**config.mk**
```make
export PLATFORM = sky130hd
export DESIGN_NAME = usreg_top
export DESIGN_NICKNAME = d
export VERILOG_FILES = /design/src/core/usreg_pkg.sv /design/src/core/usreg_top.sv /design/src/core/usreg_sync.sv /design/src/core/usreg_fifo.sv
export SDC_FILE = /design/constraint.sdc
export NUM_CORES = 1
export LEC_CHECK = 0
export ABC_AREA = 0
export ABC_CLOCK_PERIOD_IN_PS = 2700
export BUFFER_PORTS_ARGS = -buffer_cell sky130_fd_sc_hd__buf_2
export CAP_MARGIN = 20
export CORE_ASPECT_RATIO = 1.75
export CORE_MARGIN = 1.5
export CORE_UTILIZATION = 40
export CTS_CLUSTER_DIAMETER = 80
export DETAILED_ROUTE_END_ITERATION = 7
export HOLD_SLACK_MARGIN = 0.03
export PLACE_DENSITY = 0.68
export SLEW_MARGIN = 20
export SYNTH_ARGS = -nofsm -noshare
export SYNTH_HDL_FRONTEND = slang
export SYNTH_HIERARCHICAL = 1
export SYNTH_SLANG_ARGS = --single-unit
```
**constraint.sdc**
```tcl
create_clock -name clk_i -period 2.7 [get_ports clk_i]
set_input_delay 0.135 -clock clk_i [delete_from_list [all_inputs] [get_ports clk_i]]
set_output_delay 0.135 -clock clk_i [all_outputs]
set_load 0.005 [all_outputs]
```
**src/core/usreg_pkg.sv**
```systemverilog
/*
 Shared constants and types for the universal shift/storage register:
 register offsets, field positions, reset values and the mode encoding.
 Assumes a 32-bit classic Wishbone slave with byte addresses.
*/
package usreg_pkg;

   // ==========================================================
   // Sizes
   localparam int STAGE_COUNT = 8;
   localparam int FIFO_DEPTH = 8;
   localparam int ADR_W = 8;

   // ==========================================================
   // Register byte offsets
   localparam logic [7:0] OFS_CTRL = 8'h00;
   localparam logic [7:0] OFS_STATUS = 8'h04;
   localparam logic [7:0] OFS_DATA = 8'h08;
   localparam logic [7:0] OFS_CLEAR = 8'h0c;

   // ==========================================================
   // Field positions
   localparam int CTRL_CAPTURE_BIT = 0;
   localparam int ST_STAGE_LSB = 0;
   localparam int ST_AVAIL_BIT = 8;
   localparam int ST_OVF_BIT = 9;
   localparam int ST_READY_BIT = 10;
   localparam int ST_LEVEL_LSB = 12;
   localparam int CLR_OVF_BIT = 0;

   // ==========================================================
   // Reset values
   localparam logic CTRL_RESET = 1'b0;
   // Pulse, clear_n, high, low, right in, left in, enable a_n, enable b_n
   localparam logic [7:0] SYNC_CTL_RESET = 8'h43;

   // ==========================================================
   // Operation selected by {high, low} mode select
   typedef enum logic [1:0] {
      MODE_HOLD = 2'b00,
      MODE_SHR = 2'b01,
      MODE_SHL = 2'b10,
      MODE_LOAD = 2'b11
   } usreg_mode_t;

   // Bus answer machine
   typedef enum logic {
      BUS_IDLE = 1'b0,
      BUS_ACK = 1'b1
   } usreg_bus_t;

   // Decode the two mode select pins
   function automatic usreg_mode_t usreg_mode_of(input logic high, input logic low);
      return usreg_mode_t'({high, low});
   endfunction

endpackage

```
**src/core/usreg_top.sv**
```systemverilog
/*
 Universal shift/storage register with common parallel pins, serial
 cascade ends, a capture FIFO of stage snapshots and a Wishbone slave.
 Assumes all device pins are asynchronous to clk_i; the device clock
 arrives as an ordinary pin and is sampled. Pin wires are resolved
 outside from the output enables.
*/
// Notes on behaviour
// - Eight storage stages, each on its pin
// - Low clear zeroes stages at next edge
// - State changes only on device rising edge
// - Mode selects choose the edge operation
// - Both selects high loads from pins
// - Shift right: serial in enters stage 0
// - Shift left: serial in enters last stage
// - Either enable high floats all pins
// - Operations continue while pins float
// - Load mode also floats the pins
// - End stages always on serial outputs
// - Driven pins show their stage values
`timescale 1ns/1ps
module usreg_top
   import usreg_pkg::*;
#(
   parameter int STAGES = STAGE_COUNT,
   parameter int DEPTH = FIFO_DEPTH
)
(
   // System
   input wire logic clk_i,
   input wire logic rst_i,
   // Wishbone slave
   input wire logic wb_cyc_i,
   input wire logic wb_stb_i,
   input wire logic wb_we_i,
   input wire logic [ADR_W-1:0] wb_adr_i,
   input wire logic [3:0] wb_sel_i,
   input wire logic [31:0] wb_dat_i,
   output logic [31:0] wb_dat_o,
   output logic wb_ack_o,
   // Device control pins
   input wire logic clock_pulse_i,
   input wire logic sync_clear_n_i,
   input wire logic mode_select_low_i,
   input wire logic mode_select_high_i,
   input wire logic output_enable_a_n_i,
   input wire logic output_enable_b_n_i,
   // Serial cascade
   input wire logic right_shift_serial_in_i,
   input wire logic left_shift_serial_in_i,
   output logic first_stage_serial_out_o,
   output logic last_stage_serial_out_o,
   // Parallel two-way pins
   input wire logic [STAGES-1:0] parallel_bidir_pins_i,
   output logic [STAGES-1:0] parallel_bidir_pins_o,
   output logic [STAGES-1:0] parallel_bidir_pins_oe_o,
   // Capture path
   output logic capture_ready_o
);

   localparam int SW = STAGES + 8;
   localparam int LW = $clog2(DEPTH) + 1;

   if (STAGES < 2 || STAGES > 8 || LW > 4)
   begin : g_bad_size
      $error("usreg_top: STAGES must be 2..8 and DEPTH at most 8");
   end

   // ==========================================================
   // State
   typedef struct packed {
      logic [STAGES-1:0] q;
      logic [STAGES-1:0] oe;
      logic pulse_prev;
      logic capture_en;
      logic overflow;
      logic push;
      logic ready;
      usreg_bus_t bus;
      logic ack;
      logic [31:0] dat;
   } usreg_st_t;

   usreg_st_t st;
   usreg_st_t next_st;

   // ==========================================================
   // Pin synchronisers
   logic [SW-1:0] sync_out;
   logic sy_pulse;
   logic sy_clear_n;
   logic sy_high;
   logic sy_low;
   logic sy_rsi;
   logic sy_lsi;
   logic sy_oea_n;
   logic sy_oeb_n;
   logic [STAGES-1:0] sy_pins;

   usreg_sync #(
      .WIDTH(SW),
      .RESET_VALUE({SYNC_CTL_RESET, {STAGES{1'b0}}})
   ) u_sync (
      .clk_i(clk_i),
      .rst_i(rst_i),
      .raw_i({clock_pulse_i, sync_clear_n_i, mode_select_high_i,
              mode_select_low_i, right_shift_serial_in_i,
              left_shift_serial_in_i, output_enable_a_n_i,
              output_enable_b_n_i, parallel_bidir_pins_i}),
      .stable_o(sync_out)
   );

   // Unpack the filtered levels; all share the same delay
   assign {sy_pulse, sy_clear_n, sy_high, sy_low, sy_rsi, sy_lsi,
           sy_oea_n, sy_oeb_n, sy_pins} = sync_out;

   // ==========================================================
   // Capture FIFO
   logic fifo_in_ready;
   logic fifo_out_valid;
   logic fifo_out_ready;
   logic [STAGES-1:0] fifo_out_data;
   logic [LW-1:0] fifo_level;

   usreg_fifo #(
      .WIDTH(STAGES),
      .DEPTH(DEPTH)
   ) u_fifo (
      .clk_i(clk_i),
      .rst_i(rst_i),
      .in_valid_i(st.push),
      .in_ready_o(fifo_in_ready),
      .in_data_i(st.q),
      .out_valid_o(fifo_out_valid),
      .out_ready_i(fifo_out_ready),
      .out_data_o(fifo_out_data),
      .level_o(fifo_level)
   );

   // ==========================================================
   // Shift neighbours per stage
   logic [STAGES-1:0] shr_val;
   logic [STAGES-1:0] shl_val;

   for (genvar i = 0; i < STAGES; i++)
   begin : g_stage
      if (i == 0)
      begin : g_first
         assign shr_val[i] = sy_rsi;
      end
      else
      begin : g_inner_r
         assign shr_val[i] = st.q[i-1];
      end
      if (i == STAGES - 1)
      begin : g_last
         assign shl_val[i] = sy_lsi;
      end
      else
      begin : g_inner_l
         assign shl_val[i] = st.q[i+1];
      end
   end

   // ==========================================================
   // Decode helpers
   usreg_mode_t mode;
   logic pulse_rise;
   logic bus_req;
   logic bus_wr;
   logic clr_ovf;
   logic [31:0] status_word;

   assign mode = usreg_mode_of(sy_high, sy_low);
   assign pulse_rise = sy_pulse && !st.pulse_prev;
   assign bus_req = wb_cyc_i && wb_stb_i;
   assign bus_wr = (st.bus == BUS_ACK) && bus_req && wb_we_i && wb_sel_i[0];
   assign clr_ovf = bus_wr && (wb_adr_i == OFS_CLEAR) && wb_dat_i[CLR_OVF_BIT];
   // Pop only a word that the read actually returned
   assign fifo_out_ready = (st.bus == BUS_ACK) && bus_req && !wb_we_i
                           && (wb_adr_i == OFS_DATA) && st.dat[ST_AVAIL_BIT];

   // Status word assembly
   always_comb
   begin
      status_word = '0;
      status_word[ST_STAGE_LSB +: STAGES] = st.q;
      status_word[ST_AVAIL_BIT] = fifo_out_valid;
      status_word[ST_OVF_BIT] = st.overflow;
      status_word[ST_READY_BIT] = fifo_in_ready;
      status_word[ST_LEVEL_LSB +: LW] = fifo_level;
   end

   // ==========================================================
   // Next state: device edge, pin drive, bus slave
   always_comb
   begin
      next_st = st;
      next_st.pulse_prev = sy_pulse;
      next_st.push = 1'b0;
      next_st.ack = 1'b0;
      // Stages move only on a device rising edge
      if (pulse_rise)
      begin
         next_st.push = st.capture_en;
         if (!sy_clear_n)
         begin
            next_st.q = '0;
         end
         else
         begin
            case (mode)
               MODE_LOAD: next_st.q = sy_pins;
               MODE_SHR: next_st.q = shr_val;
               MODE_SHL: next_st.q = shl_val;
               MODE_HOLD: next_st.q = st.q;
               default: next_st.q = st.q;
            endcase
         end
      end
      // Drive only with both enables low and not loading
      next_st.oe = {STAGES{!sy_oea_n && !sy_oeb_n && (mode != MODE_LOAD)}};
      // A snapshot that finds the FIFO full is lost; set beats clear
      next_st.overflow = (st.overflow && !clr_ovf) || (st.push && !fifo_in_ready);
      next_st.ready = fifo_in_ready;
      // Bus: answer one cycle after the request, effects at the ack edge
      case (st.bus)
         BUS_IDLE:
         begin
            if (bus_req)
            begin
               next_st.bus = BUS_ACK;
               next_st.ack = 1'b1;
               next_st.dat = '0;
               if (!wb_we_i)
               begin
                  case (wb_adr_i)
                     OFS_CTRL: next_st.dat[CTRL_CAPTURE_BIT] = st.capture_en;
                     OFS_STATUS: next_st.dat = status_word;
                     OFS_DATA:
                     begin
                        next_st.dat[STAGES-1:0] = fifo_out_data;
                        next_st.dat[ST_AVAIL_BIT] = fifo_out_valid;
                     end
                     default: next_st.dat = '0;
                  endcase
               end
            end
         end
         BUS_ACK:
         begin
            next_st.bus = BUS_IDLE;
            if (bus_wr && (wb_adr_i == OFS_CTRL))
            begin
               next_st.capture_en = wb_dat_i[CTRL_CAPTURE_BIT];
            end
         end
         default: next_st.bus = BUS_IDLE;
      endcase
   end

   // Register the state
   always_ff @(posedge clk_i)
   begin
      if (rst_i)
      begin
         st <= '0;
         st.capture_en <= CTRL_RESET;
      end
      else
      begin
         st <= next_st;
      end
   end

   // ==========================================================
   // Outputs straight from flip-flops
   assign parallel_bidir_pins_o = st.q;
   assign parallel_bidir_pins_oe_o = st.oe;
   assign first_stage_serial_out_o = st.q[0];
   assign last_stage_serial_out_o = st.q[STAGES-1];
   assign wb_dat_o = st.dat;
   assign wb_ack_o = st.ack;
   assign capture_ready_o = st.ready;

   // ==========================================================
   // Checks
   logic [STAGES-2:0] q_low;
   logic [STAGES-2:0] q_high;
   logic drive_ok;

   assign q_low = st.q[STAGES-2:0];
   assign q_high = st.q[STAGES-1:1];
   assign drive_ok = !sy_oea_n && !sy_oeb_n && (mode != MODE_LOAD);
endmodule

```
**src/core/usreg_sync.sv**
```systemverilog
/*
 Three-stage input synchroniser with agreement filter.
 Assumes asynchronous inputs; a bit's stable value follows only once the
 second and third stages agree.
*/
`timescale 1ns/1ps
module usreg_sync
#(
   parameter int WIDTH = 1,
   parameter logic [WIDTH-1:0] RESET_VALUE = '0
)
(
   // System
   input wire logic clk_i,
   input wire logic rst_i,
   // Raw and filtered levels
   input wire logic [WIDTH-1:0] raw_i,
   output logic [WIDTH-1:0] stable_o
);

   // ==========================================================
   // State
   typedef struct packed {
      logic [WIDTH-1:0] s1;
      logic [WIDTH-1:0] s2;
      logic [WIDTH-1:0] s3;
      logic [WIDTH-1:0] stable;
   } usreg_sync_st_t;

   usreg_sync_st_t st;
   usreg_sync_st_t next_st;

   if (WIDTH < 1)
   begin : g_bad_width
      $error("usreg_sync: WIDTH must be at least 1");
   end

   // Shift chain; first stage feeds only the second
   always_comb
   begin
      next_st = st;
      next_st.s1 = raw_i;
      next_st.s2 = st.s1;
      next_st.s3 = st.s2;
      for (int i = 0; i < WIDTH; i++)
      begin
         if (st.s2[i] == st.s3[i])
         begin
            next_st.stable[i] = st.s3[i];
         end
      end
   end

   // Register the state
   always_ff @(posedge clk_i)
   begin
      if (rst_i)
      begin
         st <= '{RESET_VALUE, RESET_VALUE, RESET_VALUE, RESET_VALUE};
      end
      else
      begin
         st <= next_st;
      end
   end

   assign stable_o = st.stable;

endmodule

```
**src/core/usreg_fifo.sv**
```systemverilog
/*
 Synchronous FIFO with valid/ready on both sides.
 Assumes one clock; DEPTH is a power of two.
*/
`timescale 1ns/1ps
module usreg_fifo
#(
   parameter int WIDTH = 8,
   parameter int DEPTH = 8
)
(
   // System
   input wire logic clk_i,
   input wire logic rst_i,
   // Fill side
   input wire logic in_valid_i,
   output logic in_ready_o,
   input wire logic [WIDTH-1:0] in_data_i,
   // Drain side
   output logic out_valid_o,
   input wire logic out_ready_i,
   output logic [WIDTH-1:0] out_data_o,
   output logic [$clog2(DEPTH):0] level_o
);

   localparam int AW = $clog2(DEPTH);
   localparam logic [AW:0] FULL = (AW + 1)'(DEPTH);

   // ==========================================================
   // State
   typedef struct packed {
      logic [DEPTH-1:0][WIDTH-1:0] mem;
      logic [AW-1:0] wr;
      logic [AW-1:0] rd;
      logic [AW:0] count;
   } usreg_fifo_st_t;

   usreg_fifo_st_t st;
   usreg_fifo_st_t next_st;
   logic push;
   logic pop;

   if (DEPTH < 2 || (1 << AW) != DEPTH || WIDTH < 1)
   begin : g_bad_size
      $error("usreg_fifo: DEPTH must be a power of two, at least 2");
   end

   // Honest full and empty
   assign in_ready_o = (st.count != FULL);
   assign out_valid_o = (st.count != '0);
   assign out_data_o = st.mem[st.rd];
   assign level_o = st.count;
   assign push = in_valid_i && in_ready_o;
   assign pop = out_valid_o && out_ready_i;

   // Pointer and count update
   always_comb
   begin
      next_st = st;
      if (push)
      begin
         next_st.mem[st.wr] = in_data_i;
         next_st.wr = st.wr + 1'b1;
      end
      if (pop)
      begin
         next_st.rd = st.rd + 1'b1;
      end
      case ({push, pop})
         2'b10: next_st.count = st.count + 1'b1;
         2'b01: next_st.count = st.count - 1'b1;
         default: next_st.count = st.count;
      endcase
   end

   // Register the state
   always_ff @(posedge clk_i)
   begin
      if (rst_i)
      begin
         st <= '0;
      end
      else
      begin
         st <= next_st;
      end
   end

endmodule

```
==> metrics.md, run 1 <==
| Metric | Value |
|---|---|
| Status | `completed` |
| Sequential area share after synthesis | `46.6%` |
| Power density cells | `628 nW/um^2` |
| Fraction of registers with async set/reset | `0%` |
| Synthesis Warnings | `6` |
| Grt met3 use | `2.97%` |
| CP arrival | `2.81 ns` |
| Max frequency | `406 MHz` |
| Sw Pwr | `0.00121 W` |
| Initial antenna violation count | `0` |
| Initial DRC count | `182` |
| RSZ-0062 raised after global routing | `false` |
| WS Path Type | `register to register` |
| CTS tree | `built` |
| Final period utilization | `91.2%` |
| First-pass GRT wire length | `23300 um` |
| Leakage | `3.28 nW` |
| FF-to-FF path depth | `10` |
| Hold Path Class | `input pin to register` |
| DP Cell Count | `920` |
| Final hold violations | `0` |
| Ports | `117` |
| Synthesized flop and latch total | `168` |
| Least-Margin Pin Slew | `0.662 ns` |
| Number of port buffers | `65` |
| Post-DP HPWL | `9410 um` |
| Slew headroom | `55.7%` |
| Clock Power Share | `47.2%` |
| Worst Skew | `0.0103 ns` |
| CTS Buf Count | `17` |
| # rows | `64` |
| Crit-path max cell delay | `0.56 ns` |
| Mapped cell area | `7210 sq um` |
| Max-Cap Viols | `0` |
| Critical path's top delay family | `simple AND/OR/NAND/NOR gates` |
| Switching Share | `24.0%` |
| Post-layout minimum cycle time | `2.46 ns` |
| Inserted Diodes | `0` |
| Initial Utilization | `41.1%` |
| GPL Wtd Cong | `0.751` |
| Number of vias per cell | `4.91` |
| Vias in the first global route | `4517` |
| H-tree depth | `4` |
| Clock Pin Slew Worst Setup and Hold Paths | `0.07 ns` |
| Dominant synthesized flop cell | `dfxtp_1` |
| Combinational share of power | `2.8%` |
| Sinks on Clock Net | `168` |
| Post-Syn Instances | `704` |
| Height of the chip | `181 um` |
| Wire length per cell | `14.9 um` |
| CP max-delay cell | `or4_1` |
| Setup_tns | `0 ns` |
| Antenna viol nets, final | `0` |
| TritonRoute pass-1 iters | `4` |
| Syn avg cell area | `10.2 sq um` |
| Resize count post-CTS | `0` |
| Critical Path End Type | `register` |
| Die width | `105 um` |
| Worst hold path depth | `5` |
| GRT met1 Usage | `16.9%` |
| CP required | `3.05 ns` |
| DR DRC count | `0` |
| Dpl cell area | `7260 sq um` |
| Reg power frac | `50.0%` |
| Maximum vdd drop | `0.389 mV` |
| Total routed wirelength | `14400 um` |
| Grt met2 use | `29.0%` |
| Ratio of cells with drive above 1 in the final layout | `21.1%` |
| Clock latency on the worst-skew pair | `0.43 ns` |
| Finished Core Util | `45.7%` |
| Buf/Inv on CP | `1` |
| CORE AREA | `17500 sq um` |
| Levels on crit path | `10` |
| Final instance area | `8020 sq um` |
| Worst-path fanout max | `5` |
| Global-route congestion overflow total | `0` |
| Endpoints failing setup | `0` |
| Max Root-Sink Buffers | `2` |
| Largest net degree at the start of global routing | `60` |
| Area grow syn2layout | `11.2%` |
| Nets | `799` |
| Root buf cell | `clkbuf_16` |
| Post-synth cell types | `50` |
| Non-filler cells in the finished layout | `969` |
| Internal | `0.00383 W` |
| CP Cell Sequence | `or4_1, nand2_1, inv_1, ha_1, xor2_1, ha_1, a21oi_1, xor2_1, or3_1, a21oi_1` |
| Setup crit start kind | `register` |
| Vias | `4753` |
| Die ar. | `18900 sq um` |
| Post-synth EDFFs | `0` |
| Final Max Slew Viols | `0` |
| Gr busiest metal | `met2` |
| Total GRT Usage | `15.8%` |
final cells by class:
cell class                 count  area [sq um]
clock inverter                14           149
sequential                   168          3360
tap                          231           289
inverter                       4          15.0
fill                        1631          9510
multi-input combinational    432          3110
clock buffer                  18           439
timing repair buffer         102           661
worst reg2reg max path, delay by kind of cell (launching register included):
kind	cells	cell delay, ns
XOR/XNOR	2	0.26
flip-flops	1	0.35
AND/OR/NAND/NOR	3	1.02
buffers and inverters	1	0.07
AO/OA/AOI/OAI	2	0.28
adder cells (fa/ha/maj)	2	0.42
power groups by stage:
stage | clock (W) | combinational (W) | sequential (W)
CTS | 0.00246 | 0.000143 | 0.00252
global route | 0.00256 | 0.000156 | 0.00252
finish | 0.00238 | 0.000141 | 0.00252
detailed placement | 0 | 0.000124 | 0.00258
global placement | 0 | 0.000122 | 0.00257
floorplan | 0 | 0.000101 | 0.00257
flip-flops by register name, indices dropped and copies added, names as in the netlist:
| register | cells |
|---|---|
| wb_dat_o | 15 |
| u_sync/next_st | 32 |
| u_fifo/st | 70 |
| u_fifo/level_o | 4 |
| capture_ready_o | 1 |
| u_sync/stable_o | 16 |
| parallel_bidir_pins_o | 8 |
| st | 5 |
| parallel_bidir_pins_oe_o | 1 |
| u_sync/st | 16 |
synthesized netlist by cell type, types with 2 or more instances:
master / n / area [sq um]
nand2_1: 23 / 86.3
a32oi_1: 13 / 114
or3_1: 2 / 12.5
mux4_2: 16 / 360
a22oi_1: 17 / 128
nor2_1: 101 / 379
o21bai_1: 3 / 22.5
nor2b_1: 47 / 294
inv_1: 3 / 11.3
xor2_1: 7 / 61.3
nand3_1: 11 / 55.1
nand4_1: 2 / 12.5
mux2_2: 9 / 101
o21ai_0: 14 / 70.1
nand3b_1: 2 / 15.0
ha_1: 9 / 113
nor4b_1: 3 / 26.3
dfxtp_1: 168 / 3360
or2_1: 9 / 56.3
clkbuf_1: 15 / 56.3
buf_6: 8 / 90.1
mux2i_1: 67 / 671
buf_4: 78 / 586
a21oi_2: 3 / 26.3
or4_1: 3 / 22.5
a21oi_1: 35 / 175
buf_2: 13 / 65.1
through the flow:
step / setup slack [ns] / hold WS [ns] / total power [W]
2_1_floorplan: 0.243 / 0.214 / 0.00267
3_5_place_dp: 0.237 / 0.314 / 0.00270
4_1_cts: 0.259 / 0.105 / 0.00512
6_report: 0.236 / 0.115 / 0.00504
3_3_place_gp: 0.233 / 0.312 / 0.00270
5_1_grt: 0.0735 / 0.148 / 0.00524
cell usage in the layout (no fill, tap or decap), types with 3 or more instances in the layout:
master,synthesis,routed
a32oi_1,13,13
or2_1,9,9
buf_4,78,20
mux2i_1,67,67
xor2_1,7,7
dfxtp_1,168,168
inv_8,0,5
nand3_1,11,11
or4_1,3,3
mux2_2,9,9
dlygate4sd3_1,0,17
nor2_1,101,101
a22oi_1,17,17
a21oi_2,3,3
inv_6,0,3
nand2_1,23,23
inv_1,3,3
buf_2,13,64
o21bai_1,3,3
clkinv_4,0,3
clkbuf_16,0,17
conb_1,1,17
nor2b_1,47,47
o21ai_0,14,14
a21oi_1,35,35
ha_1,9,9
mux4_2,16,16
final timing paths:
path,from,to,slack [ns]
worst min register to register,u_sync/next_st[40]$_SDFF_PP1_,u_sync/next_st[24]$_SDFF_PP1_,0.40
worst max-delay path,u_fifo/level_o[3]$_SDFFE_PP0P_,u_fifo/level_o[2]$_SDFFE_PP0P_,0.24
worst max register to register,u_fifo/level_o[3]$_SDFFE_PP0P_,u_fifo/level_o[2]$_SDFFE_PP0P_,0.24
worst min-delay path,wb_adr_i[1],st[37]$_SDFFE_PP0P_,0.12
cells by family (layout without fill, tap and decap cells):
kind of cell	after synthesis	count (layout)	share of synthesized area, %
AND/OR/NAND/NOR	217	217	15.7
flip-flops	168	168	46.6
buffers and inverters	120	138	11.5
multiplexers	92	92	15.7
AO/OA/AOI/OAI	90	90	8.00
adder cells (fa/ha/maj)	9	9	1.56
XOR/XNOR	7	7	0.850
other	1	17	0.0520
repair_timing:
item,in CTS,in global routing
endpoints found under the hold margin,17,0
hold buffers,17,0
setup buffers,0,0
metal layers:
| metal | wire (um) | share of wire [%] | up-vias |
|---|---|---|---|
| met5 | 0 | 0 | - |
| met4 | 459 | 3.2 | 0 |
| met3 | 436 | 3.0 | 28 |
| met2 | 7690 | 53 | 110 |
| met1 | 5860 | 41 | 2252 |
| li1 | - | - | 2363 |
Note: power is estimated with default switching activity, not from simulation.
==> inputs of run 2 (changes only) <==
Settings changed: ABC_CLOCK_PERIOD_IN_PS 2700 to 2900.
Clock period 2.7 ns to 2.9 ns, I/O delays scaled along.
==> run 2 against run 1 <==
Against the previous run: clock power decreased by 6%; combinational power decreased by 6%; sequential share of layout area increased by 0.24 points; clock skew decreased by 0.0014 ns; highest routed layer unchanged; largest cell class unchanged.
==> metrics.md, run 2 (same netlist as run 1, synthesis figures left out) <==
| Metric | Value |
|---|---|
| DR DRC count | `0 (unchanged)` |
| Nets | `791 (was 799)` |
| Reg power frac | `49.9% (was 50.0%)` |
| Antenna viol nets, final | `0 (unchanged)` |
| Slew headroom | `52.3% (was 55.7%)` |
| Max-Cap Viols | `0 (unchanged)` |
| Least-Margin Pin Slew | `0.716 ns (was 0.662 ns)` |
| # rows | `64 (unchanged)` |
| RSZ-0062 raised after global routing | `false (unchanged)` |
| Largest net degree at the start of global routing | `63 (was 60)` |
| Number of vias per cell | `5.00 (was 4.91)` |
| Hold Path End | `st[37]$_SDFFE_PP0P_ (unchanged)` |
| Sw Pwr | `0.00113 W (was 0.00121 W)` |
| Root buf cell | `clkbuf_16 (unchanged)` |
| Leakage | `3.25 nW (was 3.28 nW)` |
| Hold Path Class | `input pin to register (unchanged)` |
| Setup crit start kind | `register (unchanged)` |
| Maximum vdd drop | `0.375 mV (was 0.389 mV)` |
| Final period utilization | `90.3% (was 91.2%)` |
| Crit-path max cell delay | `0.63 ns (was 0.56 ns)` |
| CTS tree | `built (unchanged)` |
| Worst hold path depth | `5 (unchanged)` |
| Worst Skew | `0.00887 ns (was 0.0103 ns)` |
| First-pass GRT wire length | `23000 um (was 23300 um)` |
| Resize count post-CTS | `0 (unchanged)` |
| Total routed wirelength | `14400 um (about the same)` |
| Fillers | `1644 (was 1631)` |
| CP required | `3.26 ns (was 3.05 ns)` |
| GPL Wtd Cong | `0.762 (was 0.751)` |
| Max Root-Sink Buffers | `2 (unchanged)` |
| Initial Utilization | `41.1% (unchanged)` |
| H-tree depth | `4 (unchanged)` |
| Wire length per cell | `15.0 um (was 14.9 um)` |
| Setup_tns | `0 ns (unchanged)` |
| Global-route congestion overflow total | `0 (unchanged)` |
| Clock latency on the worst-skew pair | `0.43 ns (about the same)` |
| CTS Buf Count | `17 (unchanged)` |
| Dpl cell area | `7220 sq um (was 7260 sq um)` |
| Clock Power Share | `47.3% (was 47.2%)` |
| Post-layout minimum cycle time | `2.62 ns (was 2.46 ns)` |
| CP arrival | `2.98 ns (was 2.81 ns)` |
| Ratio of cells with drive above 1 in the final layout | `20.3% (was 21.1%)` |
| Vias in the first global route | `4482 (was 4517)` |
| Final Max Slew Viols | `0 (unchanged)` |
| Ports | `117 (unchanged)` |
| Reg2reg setup slack | `0.28 ns (was 0.24 ns)` |
| Worst R2R Start | `u_fifo/level_o[0]$_SDFFE_PP0P_ (was u_fifo/level_o[3]$_SDFFE_PP0P_)` |
| TritonRoute pass-1 iters | `4 (unchanged)` |
| Initial DRC count | `231 (was 182)` |
| Sinks on Clock Net | `168 (unchanged)` |
| WS Path Type | `register to register (unchanged)` |
| Status | `completed (unchanged)` |
| Number of port buffers | `65 (unchanged)` |
| FF-to-FF path depth | `10 (unchanged)` |
| Total GRT Usage | `15.7% (was 15.8%)` |
| Combinational share of power | `2.8% (about the same)` |
| CP Cell Sequence | `nor4b_4, inv_2, nand2_1, ha_1, xor2_1, ha_1, a21oi_1, xor2_1, or3_1, a21oi_1 (was or4_1, nand2_1, inv_1, ha_1, xor2_1, ha_1, a21oi_1, xor2_1, or3_1, a21oi_1)` |
| Critical Path End Type | `register (unchanged)` |
| Area of the multi-input gates | `3110 sq um (unchanged)` |
| Reg area | `3360 sq um (unchanged)` |
| Vias | `4808 (was 4753)` |
| CP max-delay cell | `nor4b_4 (was or4_1)` |
| Initial antenna violation count | `0 (unchanged)` |
| Max reg flops | `70 (unchanged)` |
| Worst-path fanout max | `7 (was 5)` |
| Most frequent cells in the layout | `dfxtp_1, nor2_1, mux2i_1, buf_2, nor2b_1 (unchanged)` |
| Endpoints failing setup | `0 (unchanged)` |
| Most common cell after layout, fill and taps aside | `dfxtp_1 (unchanged)` |
| Switching Share | `24.1% (was 24.0%)` |
| Post-DP HPWL | `9280 um (was 9410 um)` |
| Die ar. | `18900 sq um (unchanged)` |
| Final hold violations | `0 (unchanged)` |
| Hold path start | `wb_adr_i[1] (unchanged)` |
| Area grow syn2layout | `10.6% (was 11.2%)` |
| Largest register by flop count | `u_fifo/st (unchanged)` |
| Die width | `105 um (unchanged)` |
| Reg2reg end | `u_fifo/level_o[2]$_SDFFE_PP0P_ (unchanged)` |
| Internal | `0.00357 W (was 0.00383 W)` |
| Clock Pin Slew Worst Setup and Hold Paths | `0.07 ns (about the same)` |
| Power density cells | `590 nW/um^2 (was 628 nW/um^2)` |
| Height of the chip | `181 um (unchanged)` |
| Max frequency | `382 MHz (was 406 MHz)` |
| CORE AREA | `17500 sq um (unchanged)` |
| Final instance area | `7980 sq um (was 8020 sq um)` |
| Inserted Diodes | `0 (unchanged)` |
-- run 2: worst max-delay path, delay by kind of cell (launching register included) --
| family | cells | cell delay [ns] |
|---|---|---|
| AOI/OAI and AO/OA | 2 | 0.18 |
| xor gates and xnor gates | 2 | 0.33 |
| adders and majority gates | 2 | 0.44 |
| buffers and inverters | 1 | 0.08 |
| DFF | 1 | 0.40 |
| and+or+nand+nor | 3 | 1.11 |
-- run 2: power groups by stage --
stage	sequential [W]	clock (W)	combinational [W]
floorplan	0.00240	0	0.0000940
detailed placement	0.00240	0	0.000116
global route	0.00235	0.00239	0.000145
finish	0.00234	0.00223	0.000132
global placement	0.00240	0	0.000115
CTS	0.00234	0.00228	0.000133
-- run 2: area by class of cell --
cell class	count	area share, %
clock inverter	14	1.88
multi-input combinational	432	38.9
clock buffer	18	5.51
sequential	168	42.2
timing repair buffer	94	7.69
tap	231	3.62
inverter	4	0.188
-- run 2: repair_timing --
item                                   CTS  global route
setup endpoints to repair                0             0
setup buffers                            0             0
endpoints found under the hold margin   17             0
hold buffers                            17             0
-- run 2: routing by layer --
| metal | share of wire [%] | global-route usage, % | routed length, um |
|---|---|---|---|
| met5 | 0 | 0 | 0 |
| met4 | 3.2 | 9.50 | 466 |
| met3 | 4.1 | 3.18 | 586 |
| met2 | 54 | 28.7 | 7720 |
| met1 | 39 | 16.2 | 5600 |
-- run 2: through the flow --
| stage | total power [W] | setup slack [ns] | hold slack, ns | instances | util [%] |
|---|---|---|---|---|---|
| after floorplan | 0.00249 | 0.443 | 0.224 | 720 | - |
| after global placement | 0.00251 | 0.317 | 0.324 | 912 | 41.2 |
| after detailed placement | 0.00251 | 0.290 | 0.323 | 912 | 41.2 |
| after CTS | 0.00476 | 0.274 | 0.111 | 961 | 45.5 |
| after global routing | 0.00489 | 0.0672 | 0.146 | 961 | 45.5 |
| final | 0.00470 | 0.280 | 0.123 | 961 | 45.5 |
-- run 2: worst max-delay path by stage --
stage | start | endpoint | slack [ns] | cells after the start
after floorplan | u_fifo/level_o[0]$_SDFFE_PP0P_ | u_fifo/level_o[3]$_SDFFE_PP0P_ | 0.44 | 7
after global placement | u_fifo/level_o[0]$_SDFFE_PP0P_ | u_fifo/level_o[3]$_SDFFE_PP0P_ | 0.32 | 7
after detailed placement | u_fifo/level_o[0]$_SDFFE_PP0P_ | u_fifo/level_o[3]$_SDFFE_PP0P_ | 0.29 | 7
after CTS | u_fifo/level_o[0]$_SDFFE_PP0P_ | u_fifo/level_o[3]$_SDFFE_PP0P_ | 0.27 | 7
after global routing | u_fifo/level_o[0]$_SDFFE_PP0P_ | u_fifo/level_o[2]$_SDFFE_PP0P_ | 0.07 | 10
final | u_fifo/level_o[0]$_SDFFE_PP0P_ | u_fifo/level_o[2]$_SDFFE_PP0P_ | 0.28 | 10
==> inputs of run 3 (changes only) <==
Settings changed: CORE_UTILIZATION 40 to 55, PLACE_DENSITY 0.68 to 0.86.
==> run 3 against run 2 <==
Against the previous run: critical endpoint unchanged; routed wire length grew 0.12%; critical path type unchanged; cell count down 6.2%; largest power group unchanged; count of clock-buffer cells in the layout is 1 lower.
==> metrics.md, run 3 (same netlist as run 1, synthesis figures left out) <==
| Metric | Value |
|---|---|
| Status | `completed (unchanged)` |
| Setup crit start kind | `register (unchanged)` |
| Initial Utilization | `56.0% (was 41.1%)` |
| Die ar. | `13800 sq um (was 18900 sq um)` |
| Antenna viol nets, final | `0 (unchanged)` |
| Root buf cell | `clkbuf_16 (unchanged)` |
| Number of vias per cell | `5.44 (was 5.00)` |
| Global-route congestion overflow total | `0 (unchanged)` |
| CP required | `3.26 ns (about the same)` |
| Reg power frac | `50.1% (was 49.9%)` |
| Clock Power Share | `47.2% (was 47.3%)` |
| Switching Share | `23.0% (was 24.1%)` |
| Clock Pin Slew Worst Setup and Hold Paths | `0.07 ns (about the same)` |
| Least-Margin Pin Slew | `0.712 ns (was 0.716 ns)` |
| Final hold violations | `0 (unchanged)` |
| Largest register by flop count | `u_fifo/st (unchanged)` |
| Initial antenna violation count | `0 (unchanged)` |
| Most frequent cells in the layout | `dfxtp_1, nor2_1, mux2i_1, buf_2, nor2b_1 (unchanged)` |
| Maximum vdd drop | `0.405 mV (was 0.375 mV)` |
| Inserted Diodes | `0 (unchanged)` |
| Vias | `4902 (was 4808)` |
| Clock latency on the worst-skew pair | `0.42 ns (was 0.43 ns)` |
| Nets | `791 (unchanged)` |
| # rows | `55 (was 64)` |
| Total routed wirelength | `14400 um (about the same)` |
| Worst-path fanout max | `7 (unchanged)` |
| Max reg flops | `70 (unchanged)` |
| Sinks on Clock Net | `168 (unchanged)` |
| Initial DRC count | `316 (was 231)` |
| Internal | `0.00361 W (was 0.00357 W)` |
| Final period utilization | `92.6% (was 90.3%)` |
| Height of the chip | `154 um (was 181 um)` |
| Number of port buffers | `65 (unchanged)` |
| Leakage | `3.23 nW (was 3.25 nW)` |
| Worst Skew | `0.00821 ns (was 0.00887 ns)` |
| TritonRoute pass-1 iters | `5 (was 4)` |
| Largest net degree at the start of global routing | `76 (was 63)` |
| Ratio of cells with drive above 1 in the final layout | `20.4% (was 20.3%)` |
| Vias in the first global route | `4925 (was 4482)` |
| Area grow syn2layout | `9.26% (was 10.6%)` |
| GPL Wtd Cong | `0.831 (was 0.762)` |
| CTS tree | `built (unchanged)` |
| Total GRT Usage | `22.1% (was 15.7%)` |
| Most common cell after layout, fill and taps aside | `dfxtp_1 (unchanged)` |
| Max-Cap Viols | `0 (unchanged)` |
| PnR Total Power | `0.00469 W (was 0.00470 W)` |
| Endpoints failing setup | `0 (unchanged)` |
| Post-layout minimum cycle time | `2.68 ns (was 2.62 ns)` |
| First-pass GRT wire length | `23400 um (was 23000 um)` |
| Ports | `117 (unchanged)` |
| DR DRC count | `0 (unchanged)` |
| Critical Path End Type | `register (unchanged)` |
| H-tree depth | `4 (unchanged)` |
| Combinational share of power | `2.7% (was 2.8%)` |
| Sw Pwr | `0.00108 W (was 0.00113 W)` |
| Post-DP HPWL | `9370 um (was 9280 um)` |
| Slew headroom | `52.4% (was 52.3%)` |
| WS Path Type | `register to register (unchanged)` |
| RSZ-0062 raised after global routing | `false (unchanged)` |
| Power density cells | `595 nW/um^2 (was 590 nW/um^2)` |
| Setup_tns | `0 ns (unchanged)` |
| Wire length per cell | `16.0 um (was 15.0 um)` |
| CP arrival | `3.04 ns (was 2.98 ns)` |
| CTS Buf Count | `17 (unchanged)` |
| Die width | `89.6 um (was 105 um)` |
| Final Max Slew Viols | `0 (unchanged)` |
| Max Root-Sink Buffers | `2 (unchanged)` |
| CORE AREA | `12900 sq um (was 17500 sq um)` |
| Max frequency | `373 MHz (was 382 MHz)` |
| Hold Path Class | `input pin to register (unchanged)` |
run 3: layer usage:
layer / track usage (%) / up-vias / share of wire [%]
li1: - / 2360 / -
met1: 23.7 / 2348 / 37
met2: 39.0 / 158 / 55
met3: 4.86 / 36 / 4.1
met4: 11.9 / 0 / 3.6
met5: 0 / - / 0
run 3: power groups by stage:
stage	registers, W	logic (W)	clock network, W
3_3_place_gp	0.00240	0.000106	0
3_5_place_dp	0.00240	0.000110	0
5_1_grt	0.00235	0.000141	0.00233
4_1_cts	0.00235	0.000127	0.00224
2_1_floorplan	0.00240	0.0000940	0
6_report	0.00235	0.000128	0.00221
run 3: final cells by class:
type	instances	area, sq um
Inverter	4	15.0
Timing Repair Buffer	94	601
Sequential cell	168	3360
Clock inverter	15	160
Multi-Input combinational cell	432	3100
Tap cell	171	214
Fill cell	1010	4990
Clock buffer	17	425
run 3: critical path, stage by stage (launching register included):
cell     delay (ns)
dfxtp_1        0.41
or4_4          0.59
nand2_1        0.15
inv_1          0.08
ha_1           0.24
xor2_1         0.18
ha_1           0.20
a21oi_1        0.18
xor2_1         0.11
or3_1          0.33
a21oi_1        0.16
run 3: final timing paths:
kind / depth (start not counted) / start / to / slack (ns)
worst max-delay path: 10 / u_fifo/level_o[0]$_SDFFE_PP0P_ / u_fifo/level_o[2]$_SDFFE_PP0P_ / 0.22
worst min-delay path: 2 / rst_i / u_fifo/level_o[1]$_SDFFE_PP0P_ / 0.1
worst max register to register: 10 / u_fifo/level_o[0]$_SDFFE_PP0P_ / u_fifo/level_o[2]$_SDFFE_PP0P_ / 0.22
worst min register to register: 1 / u_sync/next_st[40]$_SDFF_PP1_ / u_sync/next_st[24]$_SDFF_PP1_ / 0.41
run 3: through the flow:
| step | hold WS, ns | util, % | setup slack, ns | cell area, sq um | instances |
|---|---|---|---|---|---|
| final | 0.0968 | 61.2 | 0.216 | 7880 | 901 |
| after global placement | 0.323 | 55.3 | 0.350 | 7110 | 851 |
| after global routing | 0.108 | 61.2 | 0.0337 | 7880 | 901 |
| after detailed placement | 0.323 | 55.3 | 0.207 | 7110 | 851 |
| after floorplan | 0.224 | - | 0.443 | 7270 | 720 |
| after CTS | 0.0854 | 61.1 | 0.176 | 7870 | 900 |
run 3: what timing repair did:
| action | CTS | global route |
|---|---|---|
| setup endpoints to repair | 0 | 1 |
| hold buffers | 17 | 0 |
| buffers inserted | 0 | 1 |
| endpoints found under the hold margin | 17 | 0 |
| resized for setup | 0 | 1 |
